[config.mk]
export PLATFORM = sky130hd
export DESIGN_NAME = dfs_file_flat
export DESIGN_NICKNAME = d
export VERILOG_FILES = /design/src/core/dfs_pkg.sv /design/src/core/dfs_link_if.sv /design/src/core/dfs_file.sv /design/src/flat_wrapper.sv
export SDC_FILE = /design/constraint.sdc
export NUM_CORES = 1
export LEC_CHECK = 0
export ABC_AREA = 1
export BUFFER_PORTS_ARGS = -buffer_cell sky130_fd_sc_hd__buf_2
export CAP_MARGIN = 10
export CORE_MARGIN = 2
export CORE_UTILIZATION = 51
export DETAILED_ROUTE_END_ITERATION = 8
export GPL_TIMING_DRIVEN = 1
export PLACE_DENSITY_LB_ADDON = 0.25
export SYNTH_ARGS = -nofsm -noshare
export SYNTH_HDL_FRONTEND = slang
export SYNTH_SLANG_ARGS = --single-unit
export TNS_END_PERCENT = 30
[constraint.sdc]
create_clock -name mclk -period 1.58 [get_ports mclk]
set_clock_uncertainty 0.15 [all_clocks]
set_input_delay 0.237 -clock mclk [delete_from_list [all_inputs] [get_ports mclk]]
set_output_delay 0.237 -clock mclk [all_outputs]
set_load 0.01 [all_outputs]
[src/core/dfs_pkg.sv]
// Purpose: shared constants for the disk file safety link
// Assumes: one clock, synchronous active-high reset
// Notes:   control field byte layout and register offsets
package dfs_pkg;
  // controller register map, word offsets (byte address)
  localparam logic [3:0] REG_CTRL    = 4'h0;
  localparam logic [3:0] REG_STATUS  = 4'h4;
  localparam logic [3:0] REG_POINTER = 4'h8;
  localparam logic [3:0] REG_FIELD   = 4'hC;
  // control bits in REG_CTRL
  localparam int CTRL_START   = 0;
  localparam int CTRL_MONITOR = 1;
  localparam int CTRL_READ    = 2;
  localparam int CTRL_WRITE   = 3;
  localparam int CTRL_ERASE   = 4;
  // control field byte positions in the 32-bit field word
  localparam int FLD_FLAG_LSB  = 24;
  localparam int FLD_CYL_LSB   = 16;
  localparam int FLD_HS_LSB    = 8;
  localparam int FLD_COUNT_LSB = 0;
  localparam logic [7:0] CYL_MAX      = 8'hCB;
  localparam logic [7:0] HS_LOWER     = 8'h80;
  localparam logic [7:0] HS_SEEK_FWD  = 8'h01;
  localparam logic [7:0] HS_LOW_BITS  = 8'h03;
  localparam logic [7:0] HS_SECT_MAX  = 8'h17;
  // sense byte 2 bit positions, bit 7 is msb as in the [7:0] vector
  localparam int SNS_WRITE  = 6;
  localparam int SNS_SELECT = 5;
  localparam int SNS_ERASE  = 4;
  localparam logic [15:0] PTR_RESET = 16'h0000;
  localparam logic [6:0]  SPEED_MIN = 7'h41;
endpackage

[src/core/dfs_link_if.sv]
// Purpose: wires between disk file and file control unit
// Assumes: single clock mclk
// Notes:   one modport per party
`timescale 1ns/1ps
`default_nettype none
interface dfs_link_if;
  logic data_unsafe;
  logic file_ready;
  logic equip_check;
  logic access_overrun;
  logic [7:0] sense_byte2;
  logic read_sel;
  logic write_sel;
  logic erase_sel;
  logic [7:0] head_sel;
  logic seek_go;
  logic seek_fwd;
  logic [7:0] seek_count;
  modport file (output data_unsafe, file_ready, equip_check,
    access_overrun, sense_byte2,
    input read_sel, write_sel, erase_sel, head_sel, seek_go, seek_fwd,
    seek_count);
  modport ctl (input data_unsafe, file_ready, equip_check,
    access_overrun, sense_byte2,
    output read_sel, write_sel, erase_sel, head_sel, seek_go, seek_fwd,
    seek_count);
endinterface
`default_nettype wire

[src/core/dfs_file.sv]
// Purpose: disk file safety latches, ready and access overrun
// Assumes: sensor pins asynchronous, three-flop synchronised
// Notes:   only reset or a stop of the file clears the unsafe latches
`timescale 1ns/1ps
`default_nettype none
module dfs_file (
  // clock and reset
  input  wire logic mclk,
  input  wire logic rst,
  // link to the controller
  dfs_link_if.file  link,
  // file sensors (asynchronous pins)
  input  wire logic running,
  input  wire logic interlock_ok,
  input  wire logic [6:0] speed_pct,
  input  wire logic heads_loaded,
  input  wire logic ac_ok,
  input  wire logic write_transitions,
  input  wire logic write_current,
  input  wire logic erase_current,
  input  wire logic carriage_moving,
  input  wire logic inner_limit,
  input  wire logic monitor_en,
  // drive outputs
  output logic      read_gate,
  output logic      write_gate,
  output logic      access_fwd_drive
);
  import dfs_pkg::*;
  // bit positions in the pin vector that is synchronised as a whole
  localparam int NS          = 10;
  localparam int P_RUNNING   = 9;
  localparam int P_INTERLOCK = 8;
  localparam int P_HEADS     = 7;
  localparam int P_AC        = 6;
  localparam int P_WR_TRANS  = 5;
  localparam int P_WR_CUR    = 4;
  localparam int P_ER_CUR    = 3;
  localparam int P_CARRIAGE  = 2;
  localparam int P_LIMIT     = 1;
  localparam int P_MONITOR   = 0;

  logic [NS-1:0] pin_raw;
  logic [NS-1:0] s1;
  logic [NS-1:0] s2;
  logic [NS-1:0] s3;
  logic [NS-1:0] sq;
  logic [6:0]    spd1;
  logic [6:0]    spd2;
  logic [6:0]    spd3;
  logic [6:0]    spd;
  logic          rd;
  logic          wr;
  logic          er;
  logic          multi;
  logic          write_fault;
  logic          erase_fault;
  logic          select_fault;
  logic          write_unsafe;
  logic          erase_unsafe;
  logic          select_unsafe;
  logic          unsafe;
  logic          was_running;
  logic          ready_ok;

  assign pin_raw = {running, interlock_ok, heads_loaded, ac_ok,
                    write_transitions, write_current, erase_current,
                    carriage_moving, inner_limit, monitor_en};

  // three flops against metastability; a level counts only once the
  // second and third agree, so a one-cycle glitch never reaches logic
  always_ff @(posedge mclk) begin
    s1 <= pin_raw;
    s2 <= s1;
    s3 <= s2;
  end

  always_ff @(posedge mclk) begin
    if (rst) begin
      sq <= '0;
    end else begin
      for (int i = 0; i < NS; i++) begin
        if (s2[i] == s3[i]) begin
          sq[i] <= s3[i];
        end
      end
    end
  end

  // speed is taken as one word, only when all its bits agree
  always_ff @(posedge mclk) begin
    spd1 <= speed_pct;
    spd2 <= spd1;
    spd3 <= spd2;
  end

  always_ff @(posedge mclk) begin
    if (rst) begin
      spd <= 7'h00;
    end else if (spd2 == spd3) begin
      spd <= spd3;
    end
  end

  // controller selections share this clock, so no synchroniser
  assign rd    = link.read_sel;
  assign wr    = link.write_sel;
  assign er    = link.erase_sel;
  assign multi = (link.head_sel & (link.head_sel - 8'h01)) != 8'h00;

  // fault terms are looked at on every cycle the file runs
  assign write_fault  = (wr && !sq[P_WR_TRANS]) || (wr && multi)
                        || (!wr && sq[P_WR_CUR]);
  assign erase_fault  = (wr && !sq[P_ER_CUR])
                        || (!wr && sq[P_ER_CUR]);
  assign select_fault = (rd && (wr || er))
                        || (sq[P_CARRIAGE] && (wr || er));

  // ready waits one more sample after the file comes up again
  always_ff @(posedge mclk) begin
    if (rst) begin
      was_running <= 1'b0;
    end else begin
      was_running <= sq[P_RUNNING];
    end
  end

  // stopping the file or reset is the only clear; it beats a set so that a
  // restart always begins from a clean state
  always_ff @(posedge mclk) begin
    if (rst || !sq[P_RUNNING]) begin
      write_unsafe <= 1'b0;
    end else if (write_fault) begin
      write_unsafe <= 1'b1;
    end
  end

  always_ff @(posedge mclk) begin
    if (rst || !sq[P_RUNNING]) begin
      erase_unsafe <= 1'b0;
    end else if (erase_fault) begin
      erase_unsafe <= 1'b1;
    end
  end

  always_ff @(posedge mclk) begin
    if (rst || !sq[P_RUNNING]) begin
      select_unsafe <= 1'b0;
    end else if (select_fault) begin
      select_unsafe <= 1'b1;
    end
  end

  assign unsafe   = write_unsafe | erase_unsafe | select_unsafe;
  assign ready_ok = sq[P_RUNNING] && was_running && sq[P_INTERLOCK]
                    && sq[P_HEADS] && sq[P_AC] && (spd > SPEED_MIN);

  // unsafe report and equipment check follow the latches together
  always_ff @(posedge mclk) begin
    if (rst) begin
      link.data_unsafe <= 1'b0;
      link.equip_check <= 1'b0;
    end else begin
      link.data_unsafe <= unsafe;
      link.equip_check <= unsafe;
    end
  end

  always_ff @(posedge mclk) begin
    if (rst) begin
      link.file_ready <= 1'b0;
    end else begin
      link.file_ready <= ready_ok && !unsafe;
    end
  end

  // gates drop with the latch, so no transfer slips past a fault
  always_ff @(posedge mclk) begin
    if (rst) begin
      read_gate  <= 1'b0;
      write_gate <= 1'b0;
    end else begin
      read_gate  <= rd && !unsafe && !er && !wr;
      write_gate <= wr && !unsafe;
    end
  end

  // forward drive is a pulse per seek start; the limit vetoes it
  always_ff @(posedge mclk) begin
    if (rst) begin
      link.access_overrun <= 1'b0;
      access_fwd_drive    <= 1'b0;
    end else begin
      link.access_overrun <= sq[P_LIMIT];
      access_fwd_drive    <= link.seek_go && link.seek_fwd
                             && !sq[P_LIMIT];
    end
  end

  // latches are readable only while the monitor jumper is fitted
  always_ff @(posedge mclk) begin
    if (rst) begin
      link.sense_byte2 <= 8'h00;
    end else begin
      link.sense_byte2 <= sq[P_MONITOR] ? {1'b0, write_unsafe,
        select_unsafe, erase_unsafe, 4'h0} : 8'h00;
    end
  end
endmodule
`default_nettype wire

[src/flat_wrapper.sv]
// flat-port wrapper written by rule: the top's interface ports become plain ports
module dfs_file_flat import dfs_pkg::*;
  (mclk, rst, running, interlock_ok, speed_pct, heads_loaded, ac_ok, write_transitions, write_current, erase_current, carriage_moving, inner_limit, monitor_en, read_gate, write_gate, access_fwd_drive, link_data_unsafe, link_file_ready, link_equip_check, link_access_overrun, link_sense_byte2, link_read_sel, link_write_sel, link_erase_sel, link_head_sel, link_seek_go, link_seek_fwd, link_seek_count);
  dfs_link_if link_i ();
  input  wire logic mclk;
  input  wire logic rst;
  input  wire logic running;
  input  wire logic interlock_ok;
  input  wire logic [6:0] speed_pct;
  input  wire logic heads_loaded;
  input  wire logic ac_ok;
  input  wire logic write_transitions;
  input  wire logic write_current;
  input  wire logic erase_current;
  input  wire logic carriage_moving;
  input  wire logic inner_limit;
  input  wire logic monitor_en;
  output logic read_gate;
  output logic write_gate;
  output logic access_fwd_drive;
  output wire logic [$bits(link_i.data_unsafe)-1:0] link_data_unsafe;
  output wire logic [$bits(link_i.file_ready)-1:0] link_file_ready;
  output wire logic [$bits(link_i.equip_check)-1:0] link_equip_check;
  output wire logic [$bits(link_i.access_overrun)-1:0] link_access_overrun;
  output wire logic [$bits(link_i.sense_byte2)-1:0] link_sense_byte2;
  input wire logic [$bits(link_i.read_sel)-1:0] link_read_sel;
  input wire logic [$bits(link_i.write_sel)-1:0] link_write_sel;
  input wire logic [$bits(link_i.erase_sel)-1:0] link_erase_sel;
  input wire logic [$bits(link_i.head_sel)-1:0] link_head_sel;
  input wire logic [$bits(link_i.seek_go)-1:0] link_seek_go;
  input wire logic [$bits(link_i.seek_fwd)-1:0] link_seek_fwd;
  input wire logic [$bits(link_i.seek_count)-1:0] link_seek_count;
  assign link_data_unsafe = link_i.data_unsafe;
  assign link_file_ready = link_i.file_ready;
  assign link_equip_check = link_i.equip_check;
  assign link_access_overrun = link_i.access_overrun;
  assign link_sense_byte2 = link_i.sense_byte2;
  assign link_i.read_sel = link_read_sel;
  assign link_i.write_sel = link_write_sel;
  assign link_i.erase_sel = link_erase_sel;
  assign link_i.head_sel = link_head_sel;
  assign link_i.seek_go = link_seek_go;
  assign link_i.seek_fwd = link_seek_fwd;
  assign link_i.seek_count = link_seek_count;
  dfs_file u_core (.mclk(mclk), .rst(rst), .link(link_i), .running(running), .interlock_ok(interlock_ok), .speed_pct(speed_pct), .heads_loaded(heads_loaded), .ac_ok(ac_ok), .write_transitions(write_transitions), .write_current(write_current), .erase_current(erase_current), .carriage_moving(carriage_moving), .inner_limit(inner_limit), .monitor_en(monitor_en), .read_gate(read_gate), .write_gate(write_gate), .access_fwd_drive(access_fwd_drive));
endmodule
==> implementation parameters, run 1 <==
Parameter                              Value

Worst hold path
  Worst min path class ... in -> reg
  Min-Delay Endpoint ... u_core.write_gate
  Worst Min Path Start ... link_write_sel
  Number of cells on the worst hold path ... 3

Power and ir drop
  Switching power share of the total ... 20.73%
  Combinational fraction of design power ... 5.7%
  Post-route total power ... 3.727 mW
  Relative contribution of sequential cells to total power ... 57.8%
  Clock share of power ... 36.6%
  Peak supply drop ... 0.9031 mV
  Cell area power density ... 1263 nW/µm²
  Internal power consumption ... 2.955 mW
  Power dissipated by switching net loads ... 0.7726 mW
  Leak ... 1.336 nW

Drt
  Routed WL per cell ... 9.406 µm
  Post-DR vias/cell ... 4.397
  Starting DRT DRC Count ... 67
  DRC violation count after routing ... 0
  Routed wire length ... 3245 µm
  DRT Pass-1 Iters ... 4
  Antenna Violating Nets Remaining ... 0
  Vias ... 1,517

STA
  Sum of negative setup slack ... 0 ps
  Final setup violating endpoints ... 0
  Final max-slew violation count ... 0
  Minimum hold slack ... 46.03 ps
  Setup repair after global routing missed its margin ... no
  Final critical-path share of the clock period ... 94.18%
  Max Fclk ... 672.0 MHz
  Crit path time final ... 1488 ps
  Number of hold violations in the final report ... 0

Die
  Die footprint ... 5059 µm²
  Height of the chip ... 71.13 µm
  Floorplan row count ... 24
  Starting density of the core ... 52.79%
  Number of top-level pins ... 55
  Core area ... 4354 µm²
  Die Span X ... 71.13 µm

Synth
  Cell count after synthesis ... 215
  Sequential share of the synthesized area ... 69.68%
  Synth Cell Area ... 2298 µm²
  Distinct cell type count after synthesis ... 20
  Count of synthesis-stage warnings from yosys ... 0
  Mapped Avg Cell Area ... 10.69 µm²
  Post-synthesis register bit count ... 80

Setup path
  Worst setup path class ... in -> reg
  Required time of the critical path ... 1690 ps
  Crit path capture type ... flop
  FF-to-FF path depth ... 6
  Peak fanout along the critical path ... 1
  Startpoint kind of the worst setup timing path ... input port
  Origin of the critical flop-to-flop path ... u_core.spd3[2]
  Arrival @ worst endpoint ... 1590 ps
  Register-to-register path setup slack ... 220 ps
  Endpoint of the lowest-slack register-to-register path ... u_core.spd[1]

Place
  Instance area at placement ... 2550 µm²
  Placed wire-length estimate after detailed placement ... 2148 µm
  Number of input and output port buffers inserted ... 41
  Weighted congestion reported at the end of routability-driven placement ... 0.7013

Clock network
  Max Buffers Root-to-Sink ... 2
  Master cell of the clock root buffer ... sky130_fd_sc_hd__clkbuf_8
  Clk slew on worst S/H paths ... 70 ps
  Level count of the clock H-tree ... 3
  Clock tree from TritonCTS ... yes
  Clock tree sinks ... 80
  Number of buffers created by CTS ... 9
  Clock latency at the later pin of the worst-skew pair ... 330 ps

Final layout
  Leading cell types in the layout, fill and taps excluded ... 80 x sky130_fd_sc_hd__dfxtp_1, 41 x sky130_fd_sc_hd__buf_2, 24 x sky130_fd_sc_hd__nand2_1
  Antenna diode count ... 0
  Ratio of cells with drive above 1 in the final layout ... 25.60%
  Most common cell after layout, fill and taps aside ... sky130_fd_sc_hd__dfxtp_1
  Final std cell area, no fill ... 2950 µm²
  Filler cell count ... 337
  Register Area ... 1602 µm²
  Multi-input gate area in the final layout ... 599.3 µm²
  Growth of design area from synthesis to finish ... 28.36%
  Final #Nets ... 328

GRT
  Overflow after GRT ... 0
  Global routing usage summed across all routing layers ... 14.15%
  Number of antenna violations at the first check in global routing ... 0
  Number of global-route vias before repair ... 1,404
  Global-route wire length before repair ... 5423 µm
  Maximum number of pins on one net before global-route repair ... 13

Outcome
  Result of the run ... finished clean

Job
  Max-Cap Viols ... 0
## layout make-up
type,instances,share of cell area [%]
Clock buffer,12,4.580
Clock inverter,4,1.527
Inverter,13,1.654
Multi-Input combinational cell,117,20.31
Sequential cell,80,54.28
Tap cell,52,2.205
Timing Repair Buffer,67,15.44
## metrics by stage
step / std cells / utilization (%) / setup slack, ps
floorplan: 219 / - / 315.7
global placement: 307 / 58.56 / 245.9
detailed placement: 307 / 58.56 / 212.5
CTS: 345 / 67.76 / 125.3
global route: 345 / 67.76 / 72.59
finish: 345 / 67.76 / 91.92
## cells by family (layout without fill, tap and decap cells)
family                    count (synthesis)  in the layout  synth area share, %
buffers and inverters                    22             96                4.899
xor gates and xnor gates                  8              8                3.049
AOI/OAI and AO/OA                        27             27                5.879
DFF                                      80             80                69.68
other                                     1              5               0.1632
and+or+nand+nor                          77             77                16.33
## critical path: stages
cell and delay, ps:
sky130_fd_sc_hd__dlygate4sd3_1 520, sky130_fd_sc_hd__buf_2 100, sky130_fd_sc_hd__nand2_1 40, sky130_fd_sc_hd__dlygate4sd3_1 560, sky130_fd_sc_hd__nor3_1 140
## routing by layer
layer  global-route usage (%)  wire length (µm)  up-vias
met2                    22.33              1383       41
met1                    15.81              1596      651
met4                    10.69               101        0
met5                        0                 0        -
met3                    4.701               164        8
li1                         -                 -      817
## registers in the layout (all words and copies together) (netlist names), 3 cells and up
register                 cells
u_core.link.sense_byte2      3
u_core.s1                   10
u_core.s2                   10
u_core.s3                   10
u_core.spd                   6
u_core.spd1                  7
u_core.spd2                  7
u_core.spd3                  7
u_core.sq                   10
## synthesized netlist by cell type
master                     instances  area (µm²)
sky130_fd_sc_hd__dfxtp_1          80        1602
sky130_fd_sc_hd__nor3_1            6       30.03
sky130_fd_sc_hd__nor2_1           20       75.07
sky130_fd_sc_hd__o21ai_0          13       65.06
sky130_fd_sc_hd__nor2_2           13       81.33
sky130_fd_sc_hd__buf_6             1       11.26
sky130_fd_sc_hd__nand3b_1          6       45.04
sky130_fd_sc_hd__nor2_4            1       11.26
sky130_fd_sc_hd__clkbuf_1          2       7.510
sky130_fd_sc_hd__nand4_1           2       12.51
sky130_fd_sc_hd__inv_1            13       48.80
sky130_fd_sc_hd__xor2_1            2       17.52
sky130_fd_sc_hd__conb_1            1       3.750
sky130_fd_sc_hd__xnor2_1           6       52.55
sky130_fd_sc_hd__or2_2             3       18.77
sky130_fd_sc_hd__nand3_1           1       5.000
sky130_fd_sc_hd__and2_1            1       6.260
sky130_fd_sc_hd__buf_4             6       45.04
sky130_fd_sc_hd__nand2_1          24       90.09
sky130_fd_sc_hd__a21oi_1          14       70.07
## timing repair
| action | CTS | global route |
|---|---|---|
| hold buffers | 22 | 0 |
| gates resized for setup | 0 | 0 |
| buffers inserted | 0 | 0 |
| endpoints found under the hold margin | 22 | 0 |
## power groups by stage
stage	clock network, mW	registers (mW)	logic [mW]
after floorplan	0	2.19	0.111
after global placement	0	2.20	0.167
after detailed placement	0	2.20	0.171
after CTS	1.41	2.15	0.213
after global routing	1.47	2.16	0.238
final	1.36	2.15	0.211
## how the worst max path moves through the flow
stage / startpoint / to / depth (start not counted)
final: link_seek_fwd / u_core.access_fwd_drive / 5
after global routing: u_core.spd3[2] / u_core.spd[1] / 6
after CTS: link_seek_fwd / u_core.access_fwd_drive / 5
after detailed placement: u_core.spd3[2] / u_core.spd[1] / 6
after global placement: u_core.spd3[2] / u_core.spd[1] / 6
after floorplan: u_core.spd3[3] / u_core.spd[3] / 7
Power figures use the tool's default switching activity.
==> run 2, diff against run 1 <==
--- a/config.mk
+++ b/config.mk
@@ -9,7 +9,8 @@
 export BUFFER_PORTS_ARGS = -buffer_cell sky130_fd_sc_hd__buf_2
 export CAP_MARGIN = 10
 export CORE_MARGIN = 2
-export CORE_UTILIZATION = 51
+export CORE_UTILIZATION = 54
+export CTS_BUF_LIST = sky130_fd_sc_hd__clkbuf_8
 export DETAILED_ROUTE_END_ITERATION = 8
 export GPL_TIMING_DRIVEN = 1
 export PLACE_DENSITY_LB_ADDON = 0.25
==> implementation parameters, run 2 (synthesized netlist as in run 1, its figures left out) <==
Parameter                              Value

Die
  Height of the chip ... 69.24 µm (was 71.13 µm)
  Die Span X ... 69.24 µm (was 71.13 µm)
  Die footprint ... 4794 µm² (was 5059 µm²)
  Starting density of the core ... 56.65% (was 52.79%)
  Number of top-level pins ... 55 (unchanged)
  Floorplan row count ... 23 (was 24)
  Core area ... 4058 µm² (was 4354 µm²)

STA
  Final critical-path share of the clock period ... 93.65% (was 94.18%)
  Setup repair after global routing missed its margin ... no (unchanged)
  Crit path time final ... 1480 ps (was 1488 ps)
  Sum of negative setup slack ... 0 ps (unchanged)
  Number of hold violations in the final report ... 0 (unchanged)
  Final setup violating endpoints ... 0 (unchanged)
  Final max-slew violation count ... 0 (unchanged)
  Max Fclk ... 675.8 MHz (was 672.0 MHz)

Drt
  Antenna Violating Nets Remaining ... 0 (unchanged)
  DRT Pass-1 Iters ... 4 (unchanged)
  Vias ... 1,553 (was 1,517)
  Routed wire length ... 3481 µm (was 3245 µm)
  Starting DRT DRC Count ... 53 (was 67)
  Post-DR vias/cell ... 4.554 (was 4.397)
  DRC violation count after routing ... 0 (unchanged)
  Routed WL per cell ... 10.21 µm (was 9.406 µm)

Place
  Weighted congestion reported at the end of routability-driven placement ... 0.7728 (was 0.7013)
  Placed wire-length estimate after detailed placement ... 2223 µm (was 2148 µm)
  Number of input and output port buffers inserted ... 41 (unchanged)

Outcome
  Result of the run ... finished clean (unchanged)

Setup path
  Startpoint kind of the worst setup timing path ... input port (unchanged)
  Worst path top cell family by delay ... buffers and inverters (unchanged)
  Peak fanout along the critical path ... 13 (was 1)
  Worst setup path class ... in -> reg (unchanged)
  Crit path capture type ... flop (unchanged)
  Required time of the critical path ... 1710 ps (was 1690 ps)
  Arrival @ worst endpoint ... 1610 ps (was 1590 ps)
  Cell breakdown of the critical path ... dlygate4sd3_1 -> buf_2 -> inv_1 -> buf_4 -> o21ai_0 -> nor2_1 (was dlygate4sd3_1 -> buf_2 -> nand2_1 -> dlygate4sd3_1 -> nor3_1)
  Buffering stage count on the worst path with inverters included ... 4 (was 3)
  Instance count on the critical path ... 6 (was 5)
  Endpoint of the lowest-slack register-to-register path ... u_core.spd[5] (was u_core.spd[1])
  Register-to-register path setup slack ... 220 ps (about the same)
  FF-to-FF path depth ... 6 (unchanged)
  Origin of the critical flop-to-flop path ... u_core.spd3[4] (was u_core.spd3[2])
  End of the critical path ... u_core.sq[8] (was u_core.access_fwd_drive)
  Delay of the slowest cell on the worst path ... 540 ps (was 560 ps)
  Worst setup path startpoint ... rst (was link_seek_fwd)
  Slowest cell on the critical path ... sky130_fd_sc_hd__dlygate4sd3_1 (unchanged)

Clock network
  Max Buffers Root-to-Sink ... 2 (unchanged)
  Setup fix buffers added after clock tree synthesis ... 0 (unchanged)
  Level count of the clock H-tree ... 3 (unchanged)
  Master cell of the clock root buffer ... sky130_fd_sc_hd__clkbuf_8 (unchanged)
  Clock latency at the later pin of the worst-skew pair ... 340 ps (was 330 ps)
  Number of hold buffers added after cts ... 21 (was 22)
  Clock tree from TritonCTS ... yes (unchanged)
  Clock tree sinks ... 80 (unchanged)
  Number of buffers created by CTS ... 9 (unchanged)
  Clk slew on worst S/H paths ... 80 ps (was 70 ps)
  Resize count post-CTS ... 0 (unchanged)

Final layout
  Register Area ... 1602 µm² (unchanged)
  Final #Nets ... 326 (was 328)
  Most common cell after layout, fill and taps aside ... sky130_fd_sc_hd__dfxtp_1 (unchanged)
  Multi-input gate area in the final layout ... 599.3 µm² (unchanged)
  Ratio of cells with drive above 1 in the final layout ... 26.46% (was 25.60%)
  Leading cell types in the layout, fill and taps excluded ... 80 x sky130_fd_sc_hd__dfxtp_1, 41 x sky130_fd_sc_hd__buf_2, 24 x sky130_fd_sc_hd__nand2_1 (unchanged)
  Filler cell count ... 288 (was 337)
  Antenna diode count ... 0 (unchanged)
  Growth of design area from synthesis to finish ... 29.99% (was 28.36%)
  Utilization after layout ... 73.64% (was 67.76%)

Power and ir drop
  Leak ... 1.354 nW (was 1.336 nW)
  Cell area power density ... 1358 nW/µm² (was 1263 nW/µm²)
  Peak supply drop ... 0.9600 mV (was 0.9031 mV)

GRT
  Overflow after GRT ... 0 (unchanged)
  Global-route wire length before repair ... 6030 µm (was 5423 µm)
  Number of antenna violations at the first check in global routing ... 0 (unchanged)
  Number of global-route vias before repair ... 1,469 (was 1,404)
  Maximum number of pins on one net before global-route repair ... 15 (was 13)
  Global routing usage summed across all routing layers ... 16.35% (was 14.15%)

Worst hold path
  Worst min path class ... in -> reg (unchanged)

Job
  Max-Cap Viols ... 0 (unchanged)
[run 2: how the worst min path moves through the flow]
stage | startpoint | to | slack [ps] | depth (start not counted)
floorplan | monitor_en | u_core.s1[0] | 110 | 0
global placement | u_core.spd1[2] | u_core.spd2[2] | 160 | 0
detailed placement | u_core.spd1[3] | u_core.spd2[3] | 160 | 0
CTS | link_erase_sel | u_core.read_gate | 10 | 3
global route | link_write_sel | u_core.write_gate | 20 | 3
finish | link_erase_sel | u_core.read_gate | 20 | 3
[run 2: layout make-up]
cell class	count	share of cell area, %
multi-input cells	117	20.06
well taps	50	2.094
repair buffers	65	14.66
inverters	13	1.633
clock buffers	11	5.067
clock inverters	5	2.889
flip-flops and latches	80	53.60
[run 2: worst min-delay path, delay by kind of cell]
kind	cells	cell delay [ps]
and+or+nand+nor	2	160
buffers and inverters	1	80
[run 2: stage by stage]
step	power [mW]	setup WS, ps	hold slack, ps	instance area, µm²	cells
after floorplan	2.302	315.7	114.7	2313	219
after global routing	4.237	33.51	15.41	2988	341
after detailed placement	2.370	211.4	162.1	2540	304
after CTS	4.100	114.3	11.62	2988	341
after global placement	2.360	246.2	159.5	2540	304
final	4.056	100.4	23.78	2988	341
[run 2: metal layers]
metal  wire [µm]  global-route usage, %
met2        1564                  26.60
met5           0                      0
met4          83                  10.24
met1        1581                  17.22
met3         253                  7.267
[run 2: report_power, final]
group	internal (mW)	switching, mW	leakage (nW)
Combinational	0.117	0.0931	0.566
Sequential	2.11	0.0441	0.667
Clock	0.989	0.703	0.121
==> run 3, diff against run 2 <==
--- a/config.mk
+++ b/config.mk
@@ -14,6 +14,7 @@
 export DETAILED_ROUTE_END_ITERATION = 8
 export GPL_TIMING_DRIVEN = 1
 export PLACE_DENSITY_LB_ADDON = 0.25
+export REMOVE_ABC_BUFFERS = 1
 export SYNTH_ARGS = -nofsm -noshare
 export SYNTH_HDL_FRONTEND = slang
 export SYNTH_SLANG_ARGS = --single-unit
==> implementation parameters, run 3 (synthesized netlist as in run 1, its figures left out) <==
Parameter                              Value

Drt
  Routed WL per cell ... 9.825 µm (was 10.21 µm)
  Vias ... 1,533 (was 1,553)
  DRT Pass-1 Iters ... 4 (unchanged)
  Post-DR vias/cell ... 4.482 (was 4.554)
  Routed wire length ... 3360 µm (was 3481 µm)
  DRC violation count after routing ... 0 (unchanged)
  Starting DRT DRC Count ... 46 (was 53)
  Antenna Violating Nets Remaining ... 0 (unchanged)

STA
  Final max-slew violation count ... 0 (unchanged)
  Final critical-path share of the clock period ... 91.39% (was 93.65%)
  Sum of negative setup slack ... 0 ps (unchanged)
  Number of hold violations in the final report ... 0 (unchanged)
  Max Fclk ... 692.5 MHz (was 675.8 MHz)
  Final setup violating endpoints ... 0 (unchanged)
  Setup repair after global routing missed its margin ... no (unchanged)
  Worst setup slack after layout ... 136.0 ps (was 100.4 ps)
  Crit path time final ... 1444 ps (was 1480 ps)

Power and ir drop
  Combinational fraction of design power ... 5.6% (was 5.2%)
  Switching power share of the total ... 20.76% (was 20.72%)
  Power dissipated by switching net loads ... 0.7766 mW (was 0.8405 mW)
  Leak ... 1.346 nW (was 1.354 nW)
  Peak supply drop ... 0.8545 mV (was 0.9600 mV)
  Cell area power density ... 1267 nW/µm² (was 1358 nW/µm²)
  Relative contribution of sequential cells to total power ... 57.6% (was 53.1%)
  Clock share of power ... 36.8% (was 41.7%)
  Internal power consumption ... 2.964 mW (was 3.216 mW)
  Post-route total power ... 3.740 mW (was 4.056 mW)

Outcome
  Result of the run ... finished clean (unchanged)

Clock network
  Clock tree from TritonCTS ... yes (unchanged)
  Number of buffers created by CTS ... 9 (unchanged)
  Number of hold buffers added after cts ... 21 (unchanged)
  Max Buffers Root-to-Sink ... 2 (unchanged)
  Master cell of the clock root buffer ... sky130_fd_sc_hd__clkbuf_8 (unchanged)
  Resize count post-CTS ... 0 (unchanged)
  Clk slew on worst S/H paths ... 70 ps (was 80 ps)
  Clock tree sinks ... 80 (unchanged)
  Clock latency at the later pin of the worst-skew pair ... 330 ps (was 340 ps)
  Setup fix buffers added after clock tree synthesis ... 0 (unchanged)
  Level count of the clock H-tree ... 3 (unchanged)

Setup path
  Peak fanout along the critical path ... 1 (was 13)
  Arrival @ worst endpoint ... 1550 ps (was 1610 ps)
  Required time of the critical path ... 1690 ps (was 1710 ps)
  Crit path capture type ... flop (unchanged)
  Worst setup path class ... in -> reg (unchanged)
  Startpoint kind of the worst setup timing path ... input port (unchanged)

Final layout
  Final std cell area, no fill ... 2953 µm² (was 2988 µm²)
  Ratio of cells with drive above 1 in the final layout ... 26.03% (was 26.46%)
  Leading cell types in the layout, fill and taps excluded ... 80 x sky130_fd_sc_hd__dfxtp_1, 41 x sky130_fd_sc_hd__buf_2, 24 x sky130_fd_sc_hd__nand2_1 (unchanged)
  Utilization after layout ... 72.77% (was 73.64%)
  Growth of design area from synthesis to finish ... 28.47% (was 29.99%)
  Most common cell after layout, fill and taps aside ... sky130_fd_sc_hd__dfxtp_1 (unchanged)
  Antenna diode count ... 0 (unchanged)
  Final #Nets ... 327 (was 326)

Die
  Core area ... 4058 µm² (unchanged)
  Number of top-level pins ... 55 (unchanged)
  Die Span X ... 69.24 µm (unchanged)
  Height of the chip ... 69.24 µm (unchanged)
  Starting density of the core ... 56.65% (unchanged)
  Floorplan row count ... 23 (unchanged)
  Die footprint ... 4794 µm² (unchanged)

Worst hold path
  Worst min path class ... in -> reg (unchanged)

Place
  Instance area at placement ... 2547 µm² (was 2540 µm²)
  Post-place setup slack ... 232.5 ps (was 211.4 ps)
  Placed wire-length estimate after detailed placement ... 2191 µm (was 2223 µm)
  Number of input and output port buffers inserted ... 41 (unchanged)
  Weighted congestion reported at the end of routability-driven placement ... 0.7386 (was 0.7728)

GRT
  Overflow after GRT ... 0 (unchanged)
  Number of global-route vias before repair ... 1,428 (was 1,469)
  Number of antenna violations at the first check in global routing ... 0 (unchanged)
  Global-route wire length before repair ... 5802 µm (was 6030 µm)
  Maximum number of pins on one net before global-route repair ... 13 (was 15)
  Global routing usage summed across all routing layers ... 15.45% (was 16.35%)

Job
  Max-Cap Viols ... 0 (unchanged)
==> run 3: power by group through the flow <==
stage          clock network, mW  logic, mW  registers [mW]
2_1_floorplan                  0     0.0974            2.19
3_3_place_gp                   0      0.165            2.20
3_5_place_dp                   0      0.170            2.20
4_1_cts                     1.41      0.210            2.15
5_1_grt                     1.49      0.236            2.16
6_report                    1.38      0.210            2.15
==> run 3: worst paths after layout <==
check	startpoint	end	slack [ps]	depth (start not counted)
max reg2reg	u_core.spd3[2]	u_core.spd[5]	230	6
min	link_erase_sel	u_core.read_gate	20	3
min reg2reg	u_core.spd1[6]	u_core.spd2[6]	180	0
max	link_seek_fwd	u_core.access_fwd_drive	140	5
==> run 3: area by class of cell <==
type                            instances  area, µm²
Clock buffer                           13      178.9
Clock inverter                          3      16.27
Fill cell                             284       1105
Inverter                               13      48.80
Multi-Input combinational cell        117      599.3
Sequential cell                        80       1602
Tap cell                               50      62.56
Timing Repair Buffer                   66      445.4
==> run 3: layer usage <==
metal  global-route usage, %  vias to the layer above  wire length, µm
met1                   17.98                      660             1635
met4                   10.46                        0               88
li1                        -                      821                -
met3                   5.087                        8              173
met2                   24.15                       44             1462
met5                       0                        -                0
==> run 3: worst max-delay path, stage by stage <==
cell                            delay (ps)
sky130_fd_sc_hd__dlygate4sd3_1         510
sky130_fd_sc_hd__buf_2                  90
sky130_fd_sc_hd__nand2_1                40
sky130_fd_sc_hd__dlygate4sd3_1         550
sky130_fd_sc_hd__nor3_1                120
==> run 3: stage by stage <==
step	hold WS (ps)	instances
after floorplan	114.7	210
after global placement	159.8	305
after detailed placement	162.1	305
after CTS	10.65	342
after global routing	19.71	342
final	20.66	342
